File: src/rtl/mailbox_pkg.sv
// Purpose: shared constants for the dual processor mailbox port
// Assumes: byte-wide i/o cycles, one-cycle read and write strobes
// Notes:   address decode uses the full 8-bit i/o address
//
// Overview of operation
// - slave i/o 00h is store control, 20h inbound data, 30h outbound data
// - slave read at 50h returns the link status byte with both pending flags
// - access bit 0 puts the microcode store into copy mode
// - control bits 1-5 drive upper rom address lines a7-a10 and a12
// - slave inbound read returns the oldest master byte; down pending clears with the last one
// - slave outbound write stores byte for master and sets up pending flag
// - down pending reads 1 while a master byte is unread, else 0
// - up pending reads 1 while slave byte is unread by master, else 0
// - master write strobe at 80h resets the slave processor
// - master read at e0h returns slave byte and, without a same-cycle slave write, clears up pending flag
// - master write at f0h to a non-full fifo stores byte for slave and sets down pending flag
package mailbox_pkg;
    // ------------------------------------------------------------
    // slave i/o map
    // ------------------------------------------------------------
    localparam logic [7:0] SLV_STORE_CTL  = 8'h00;
    localparam logic [7:0] SLV_INBOUND    = 8'h20;
    localparam logic [7:0] SLV_OUTBOUND   = 8'h30;
    localparam logic [7:0] SLV_STATUS     = 8'h50;
    // ------------------------------------------------------------
    // master i/o map
    // ------------------------------------------------------------
    localparam logic [7:0] MST_SLAVE_RST  = 8'h80;
    localparam logic [7:0] MST_INBOUND    = 8'he0;
    localparam logic [7:0] MST_OUTBOUND   = 8'hf0;
    // ------------------------------------------------------------
    // store control fields
    // ------------------------------------------------------------
    localparam int         CTL_ACCESS_BIT = 0;
    localparam int         CTL_ROM_LSB    = 1;
    localparam int         ROM_ADDR_W     = 5;
    // ------------------------------------------------------------
    // status byte fields
    // ------------------------------------------------------------
    localparam int         ST_DOWN_BIT    = 0;
    localparam int         ST_UP_BIT      = 1;
    localparam int         ST_POWER_A_BIT = 2;
    localparam int         ST_POWER_B_BIT = 3;
    // ------------------------------------------------------------
    // widths and reset values
    // ------------------------------------------------------------
    localparam int         DATA_W         = 8;
    localparam int         FIFO_DEPTH     = 16;
    localparam logic [7:0] BYTE_ZERO      = 8'h00;
    localparam logic [4:0] ROM_ADDR_RST   = 5'h00;
endpackage : mailbox_pkg

File: src/rtl/byte_stream_if.sv
// Purpose: valid/ready byte stream between the port logic and its buffer
// Assumes: single clock domain
// Notes:   producer drives in_valid and in_data, consumer drives out_ready
`timescale 1ns/100ps
interface byte_stream_if #(parameter int WIDTH = 8);
    logic             in_valid;
    logic             in_ready;
    logic [WIDTH-1:0] in_data;
    logic             out_valid;
    logic             out_ready;
    logic [WIDTH-1:0] out_data;

    modport user (output in_valid, in_data, out_ready,
                  input  in_ready, out_valid, out_data);
    modport buffer (input  in_valid, in_data, out_ready,
                    output in_ready, out_valid, out_data);
endinterface : byte_stream_if

File: src/rtl/byte_fifo.sv
// Purpose: synchronous fifo for the master-to-slave byte path
// Assumes: rst_n is already synchronised to clk_sys
// Notes:   in_ready and out_valid come from flip-flops
`timescale 1ns/100ps
module byte_fifo #(
    parameter int WIDTH = 8,
    parameter int DEPTH = 16
) (
    // clock and reset
    input wire logic        clk_sys,
    input wire logic        rst_n,
    // stream
    byte_stream_if.buffer   bus
);
    localparam int AW = $clog2(DEPTH);

    logic [WIDTH-1:0] mem_q [DEPTH];
    logic [AW-1:0]    wr_ptr_q;
    logic [AW-1:0]    rd_ptr_q;
    logic [AW:0]      count_q;
    logic [AW:0]      count_d;
    logic             push;
    logic             pop;
    logic             in_ready_q;
    logic             out_valid_q;

    assign push          = bus.in_valid && in_ready_q;
    assign pop           = bus.out_ready && out_valid_q;
    assign bus.in_ready  = in_ready_q;
    assign bus.out_valid = out_valid_q;
    assign bus.out_data  = mem_q[rd_ptr_q];

    always_comb begin
        count_d = count_q;
        if (push && !pop) begin
            count_d = count_q + 1'b1;
        end else if (pop && !push) begin
            count_d = count_q - 1'b1;
        end
    end

    always_ff @(posedge clk_sys) begin
        if (push) begin
            mem_q[wr_ptr_q] <= bus.in_data;
        end
    end

    always_ff @(posedge clk_sys or negedge rst_n) begin
        if (!rst_n) begin
            wr_ptr_q    <= '0;
            rd_ptr_q    <= '0;
            count_q     <= '0;
            in_ready_q  <= 1'b1;
            out_valid_q <= 1'b0;
        end else begin
            if (push) begin
                wr_ptr_q <= wr_ptr_q + 1'b1;
            end
            if (pop) begin
                rd_ptr_q <= rd_ptr_q + 1'b1;
            end
            count_q     <= count_d;
            in_ready_q  <= (count_d != (AW+1)'(DEPTH));
            out_valid_q <= (count_d != '0);
        end
    end
endmodule : byte_fifo

File: src/rtl/mailbox_port.sv
// Purpose: byte mailbox between master and slave processors, plus store control
// Assumes: i/o strobes are one clk_sys cycle wide and synchronous
// Notes:   read data appears one cycle after the read strobe
`timescale 1ns/100ps
module mailbox_port
    import mailbox_pkg::*;
(
    // clock and reset
    input  wire logic              clk_sys,
    input  wire logic              resetn,
    // slave processor i/o
    input  wire logic [7:0]        slv_addr,
    input  wire logic [7:0]        slv_wdata,
    input  wire logic              slv_rd,
    input  wire logic              slv_wr,
    output logic      [7:0]        slv_rdata,
    // master processor i/o
    input  wire logic [7:0]        mst_addr,
    input  wire logic [7:0]        mst_wdata,
    input  wire logic              mst_rd,
    input  wire logic              mst_wr,
    output logic      [7:0]        mst_rdata,
    output logic                   mst_wr_ready,
    // system
    input  wire logic              power_fail_n,
    output logic                   slave_reset_strobe,
    output logic                   store_copy_mode,
    output logic [ROM_ADDR_W-1:0]  upper_rom_addr
);
    // ------------------------------------------------------------
    // reset release
    // ------------------------------------------------------------
    logic rst_meta_q;
    logic rst_n_q;

    always_ff @(posedge clk_sys or negedge resetn) begin
        if (!resetn) begin
            rst_meta_q <= 1'b0;
            rst_n_q    <= 1'b0;
        end else begin
            rst_meta_q <= 1'b1;
            rst_n_q    <= rst_meta_q;
        end
    end

    // ------------------------------------------------------------
    // decode
    // ------------------------------------------------------------
    function automatic logic hit(input logic strobe, input logic [7:0] addr, input logic [7:0] port);
        hit = strobe && (addr == port);
    endfunction : hit

    logic slv_ctl_wr;
    logic slv_in_rd;
    logic slv_out_wr;
    logic slv_st_rd;
    logic mst_rst_wr;
    logic mst_in_rd;
    logic mst_out_wr;

    assign slv_ctl_wr = hit(slv_wr, slv_addr, SLV_STORE_CTL);
    assign slv_in_rd  = hit(slv_rd, slv_addr, SLV_INBOUND);
    assign slv_out_wr = hit(slv_wr, slv_addr, SLV_OUTBOUND);
    assign slv_st_rd  = hit(slv_rd, slv_addr, SLV_STATUS);
    assign mst_rst_wr = hit(mst_wr, mst_addr, MST_SLAVE_RST);
    assign mst_in_rd  = hit(mst_rd, mst_addr, MST_INBOUND);
    assign mst_out_wr = hit(mst_wr, mst_addr, MST_OUTBOUND);

    // ------------------------------------------------------------
    // master to slave path
    // ------------------------------------------------------------
    byte_stream_if #(.WIDTH(DATA_W)) down_if ();

    // a master write refused while full is dropped; mst_wr_ready falls one cycle after the fifo fills
    assign down_if.in_valid  = mst_out_wr;
    assign down_if.in_data   = mst_wdata;
    assign down_if.out_ready = slv_in_rd;

    byte_fifo #(
        .WIDTH (DATA_W),
        .DEPTH (FIFO_DEPTH)
    ) u_down_fifo (
        .clk_sys (clk_sys),
        .rst_n   (rst_n_q),
        .bus     (down_if.buffer)
    );

    logic down_pending;
    assign down_pending = down_if.out_valid;

    always_ff @(posedge clk_sys or negedge rst_n_q) begin
        if (!rst_n_q) begin
            mst_wr_ready <= 1'b0;
        end else begin
            mst_wr_ready <= down_if.in_ready;
        end
    end

    // ------------------------------------------------------------
    // slave to master path
    // ------------------------------------------------------------
    logic [7:0] up_byte_q;
    logic       up_pending_q;

    always_ff @(posedge clk_sys or negedge rst_n_q) begin
        if (!rst_n_q) begin
            up_byte_q <= BYTE_ZERO;
        end else if (slv_out_wr) begin
            up_byte_q <= slv_wdata;
        end
    end

    // set wins over a same-cycle master read
    always_ff @(posedge clk_sys or negedge rst_n_q) begin
        if (!rst_n_q) begin
            up_pending_q <= 1'b0;
        end else if (slv_out_wr) begin
            up_pending_q <= 1'b1;
        end else if (mst_in_rd) begin
            up_pending_q <= 1'b0;
        end
    end

    // ------------------------------------------------------------
    // store control
    // ------------------------------------------------------------
    always_ff @(posedge clk_sys or negedge rst_n_q) begin
        if (!rst_n_q) begin
            store_copy_mode <= 1'b0;
            upper_rom_addr  <= ROM_ADDR_RST;
        end else if (slv_ctl_wr) begin
            store_copy_mode <= slv_wdata[CTL_ACCESS_BIT];
            upper_rom_addr  <= slv_wdata[CTL_ROM_LSB +: ROM_ADDR_W];
        end
    end

    // ------------------------------------------------------------
    // slave reset strobe
    // ------------------------------------------------------------
    always_ff @(posedge clk_sys or negedge rst_n_q) begin
        if (!rst_n_q) begin
            slave_reset_strobe <= 1'b0;
        end else begin
            slave_reset_strobe <= mst_rst_wr;
        end
    end

    // ------------------------------------------------------------
    // read data
    // ------------------------------------------------------------
    logic [7:0] status_byte;

    always_comb begin
        status_byte                 = BYTE_ZERO;
        status_byte[ST_DOWN_BIT]    = down_pending;
        status_byte[ST_UP_BIT]      = up_pending_q;
        status_byte[ST_POWER_A_BIT] = power_fail_n;
        status_byte[ST_POWER_B_BIT] = power_fail_n;
    end

    // unused slave addresses read as zero and change nothing
    always_ff @(posedge clk_sys or negedge rst_n_q) begin
        if (!rst_n_q) begin
            slv_rdata <= BYTE_ZERO;
        end else if (slv_in_rd) begin
            slv_rdata <= down_if.out_data;
        end else if (slv_st_rd) begin
            slv_rdata <= status_byte;
        end else if (slv_rd) begin
            slv_rdata <= BYTE_ZERO;
        end
    end

    always_ff @(posedge clk_sys or negedge rst_n_q) begin
        if (!rst_n_q) begin
            mst_rdata <= BYTE_ZERO;
        end else if (mst_in_rd) begin
            mst_rdata <= up_byte_q;
        end else if (mst_rd) begin
            mst_rdata <= BYTE_ZERO;
        end
    end

    // bytes accepted from the master and not yet taken by the slave
    logic                        push_seen;
    logic                        pop_seen;
    logic [$clog2(FIFO_DEPTH):0] held_q;

    assign push_seen = mst_out_wr && down_if.in_ready;
    assign pop_seen  = slv_in_rd && down_pending;

    always_ff @(posedge clk_sys or negedge rst_n_q) begin
        if (!rst_n_q) begin
            held_q <= '0;
        end else if (push_seen && !pop_seen) begin
            held_q <= held_q + 1'b1;
        end else if (pop_seen && !push_seen) begin
            held_q <= held_q - 1'b1;
        end
    end
endmodule : mailbox_port

File: config.mk
export PLATFORM = sky130hd
export DESIGN_NAME = mailbox_port
export DESIGN_NICKNAME = d
export VERILOG_FILES = /design/src/rtl/mailbox_pkg.sv /design/src/rtl/byte_stream_if.sv /design/src/rtl/byte_fifo.sv /design/src/rtl/mailbox_port.sv
export SDC_FILE = /design/constraint.sdc
export NUM_CORES = 1
export LEC_CHECK = 0
export ABC_AREA = 1
export BUFFER_PORTS_ARGS = -buffer_cell sky130_fd_sc_hd__clkbuf_2
export CAP_MARGIN = 5
export CORE_MARGIN = 2
export CORE_UTILIZATION = 30
export CTS_CLUSTER_DIAMETER = 100
export DETAILED_ROUTE_END_ITERATION = 12
export SLEW_MARGIN = 20
export SYNTH_ARGS = -nofsm -noshare
export SYNTH_HDL_FRONTEND = slang
export SYNTH_SLANG_ARGS = --single-unit
File: constraint.sdc
create_clock -name clk_sys -period 2 [get_ports clk_sys]
set_clock_uncertainty 0.2 [all_clocks]
set_input_delay 0 -clock clk_sys [delete_from_list [all_inputs] [get_ports clk_sys]]
set_output_delay 0 -clock clk_sys [all_outputs]
set_load 0.05 [all_outputs]
==> flow_summary.toml <==
[timing]
period_needed_ns = 1.92
rsz0062_at_grt = "true"
drv_slew = 0
whs_ns = -0.0377
max_freq_mhz = 521
timing_hold_violations_final = 6
timing.setup.tns_ns = 0
timing.final.crit_share_pct = 95.9
finalSetupViolCount = 0

[clock_tree]
cts_tree = "yes"
clock-sinks = 178
clk_pin_slew_ns = 0.07
cts_buffer_depth = 2
htree_levels = 4
root_buffer = "clkbuf_16"
cts_buffers = 17
clk_latency_ns = 0.43

[yosys]
synth.mux.area_fraction_pct = 0.305
syn_area_per_cell_um2 = 11.6
synth_xor_area_share_pct = 1.19
synth_top_area_cell = "edfxtp_1"
synth_top_family_by_area = "simple AND/OR/NAND/NOR gates"
synth_seq_cells = 178
netlist_instances = 636
ys_warn_count = 0
synth_cell_type_count = 36
synth-simple-area-share_pct = 13.1
syn_area_um2 = 7390
netlist.area_leader.share_pct = 52.0
synth_compound_area_share_pct = 10.8
ys_top_cells_by_area = "edfxtp_1, dfrtp_1, o21ai_0"
synthesis.nets = 682
synth_fa_ha_area_share_pct = 1.19
synth.yosys.seq_area_share_pct = 69.0

[setup_path]
startpoint_type = "flip-flop"
critPathMaxStageDelay_ns = 0.54
cp.arrival_ns = 1.85
crit_type = "reg2reg"
cp_max_fo = 8
worst_setup_path_end_kind = "flip-flop"
path_buf_inv = 1
required_ns = 1.93
worst_path_max_delay_cell = "dfstp_2"
crit_family = "simple AND/OR/NAND/NOR gates"
crit_chain = "nand2_1 -> nor2_2 -> nand2_2 -> nor2_8 -> nand2_1 -> nor2_1 -> buf_4"
cpMostUsedCell = "nand2_1"

[detailed_routing]
first_pass_iters = 5
wl_met3_um = 711
wl_met1_mm = 8.06
routed.top_layer = "met4"
vias = 5110
drc_errors = 0
vias_per_cell = 4.65
wl_met2_mm = 8.96
totalWireLength_mm = 18.2
drt_iter0_drc = 415
wl_per_cell_um = 16.5
drtAntennaViolNets = 0

[floorplan]
die_area_um2 = 25900
die_w_um = 161
core_area_um2 = 24200
placementRows = 57
start_util_pct = 30.5
pin_count = 63
fp.dieH_um = 161

[global_route]
grt_pass1_wl_mm = 29.1
grt_max_degree = 52
antenna_found_initial = 0
gr-total-overflow = 0
grt_usage_pct = 14.7
grt_pass1_vias = 5226

[hold_path]
hold_path.class = "in2reg"

[power_and_ir_drop]
power.total_uw = 8270
peakVddDrop_v = 0.000592
leakage_uw = 0.00362
p_per_area_nw_per_um2 = 887

[placement]
gp_congestion = 0.793
portBuffers = 62
post-dp-hpwl_mm = 11.9
placed_area_um2 = 8280
dp_cells = 1023

[cells_and_area]
stdcell_count = 1099
seq_area_um2 = 5100
fill_cells = 2367
area_delta_synth_final_pct = 26.1
final_nets = 808
stdcell_area_um2 = 9320
utilization_pct = 38.4
drive_above_1_share_pct = 20.0
n_antenna_cell = 0
multi_input_comb_area_um2 = 1990

[run_status]
failed_checks = "hold timing"
status = "finished, violations left"

[job]
drv_cap = 0
[worst paths after layout]
kind                       cells past startpoint                             endpoint  slack, ns                               start
setup reg to reg                               7   u_down_fifo.mem_q[12][6]$_DFFE_PP_       0.08  u_down_fifo.bus.in_ready$_DFF_PN1_
min in group asynchronous                      0  u_down_fifo.bus.out_valid$_DFF_PN0_       0.03                   rst_n_q$_DFF_PN0_
hold reg to reg                                0  u_down_fifo.bus.out_valid$_DFF_PN0_       0.03                   rst_n_q$_DFF_PN0_
setup / recovery                               7   u_down_fifo.mem_q[12][6]$_DFFE_PP_       0.08  u_down_fifo.bus.in_ready$_DFF_PN1_
max in group asynchronous                      1             slv_rdata[5]$_DFFE_PN0P_       1.04                   rst_n_q$_DFF_PN0_
hold / removal                                 6             mst_rdata[0]$_DFFE_PN0P_      -0.04                         mst_addr[6]
[timing repair]
| action | in CTS | in global routing |
|---|---|---|
| gates resized for setup | 0 | 3 |
| hold buffers | 42 | 0 |
| setup endpoints to repair | 0 | 72 |
| buffers inserted | 0 | 2 |
| hold endpoints to repair | 171 | 0 |
[synth_stat cells, drive strengths merged]
cell type / n
edfxtp: 128
nor2: 108
o21ai: 88
nand2: 78
inv: 52
dfrtp: 49
nand3: 25
clkbuf: 20
o211ai: 20
o22ai: 18
o221ai: 9
xor2: 9
buf: 7
ha: 7
nand4: 4
nand3b: 3
mux2: 2
nor4: 2
a21oi: 1
a22o: 1
clkinv: 1
conb: 1
dfstp: 1
nor3: 1
xnor2: 1
[cells by family after synthesis]
group	after synthesis
AND/OR/NAND/NOR	221
flip-flops	178
AO/OA/AOI/OAI	137
buffers and inverters	80
XOR/XNOR	10
adder cells (fa/ha/maj)	7
multiplexers	2
other	1
[where the power goes]
group | internal [uW] | switching [uW]
clock | 1960 | 1370
sequential | 4030 | 67.2
combinational | 299 | 536
total | 6290 | 1980
[metrics by stage]
step	hold slack, ns	worst slack (ns)
2_1_floorplan	-0.496	-0.0690
3_3_place_gp	-0.412	0.0888
3_5_place_dp	-0.411	0.0666
4_1_cts	0.0218	0.0483
5_1_grt	0.00737	-0.0681
6_report	-0.0377	0.0820
[flip-flops by register name, indices dropped and copies added, names as in the netlist]
signal	cells
mst_rdata	8
mst_wr_ready	1
rst_meta_q	1
rst_n_q	1
slave_reset_strobe	1
slv_rdata	8
store_copy_mode	1
u_down_fifo.bus.in_ready	1
u_down_fifo.bus.out_valid	1
u_down_fifo.count_q	5
u_down_fifo.mem_q	128
u_down_fifo.rd_ptr_q	4
u_down_fifo.wr_ptr_q	4
up_byte_q	8
up_pending_q	1
upper_rom_addr	5
[cells in the final DEF (no fill, tap or decap), types with 18 or more instances in the layout]
master and n:
o211ai_1 20, edfxtp_1 128, dlygate4sd3_1 41, nor2_1 96, buf_4 24, nand2_1 73, o22ai_1 18, nand3_1 20
o21ai_0 79, dfrtp_1 47, inv_1 47, clkbuf_2 62
[tightest hold or removal path, cell delays in order]
cell	delay, ns
clkbuf_2	0.09
nand2_1	0.07
inv_1	0.06
nand4_1	0.09
buf_4	0.17
o22ai_1	0.08
[final cells by class]
cell class,count,area share (%)
well taps,324,4.35
clock buffers,19,4.65
flip-flops and latches,178,54.7
repair buffers,134,11.1
inverters,53,2.13
clock inverters,13,1.73
multi-input cells,378,21.3
[routing by layer]
| metal | GRT usage [%] | up-vias |
|---|---|---|
| li1 | - | 2476 |
| met1 | 19.3 | 2474 |
| met2 | 24.2 | 124 |
| met3 | 2.51 | 36 |
| met4 | 5.93 | 0 |
| met5 | 0 | - |
No activity file was read; power rests on OpenSTA's default activity.
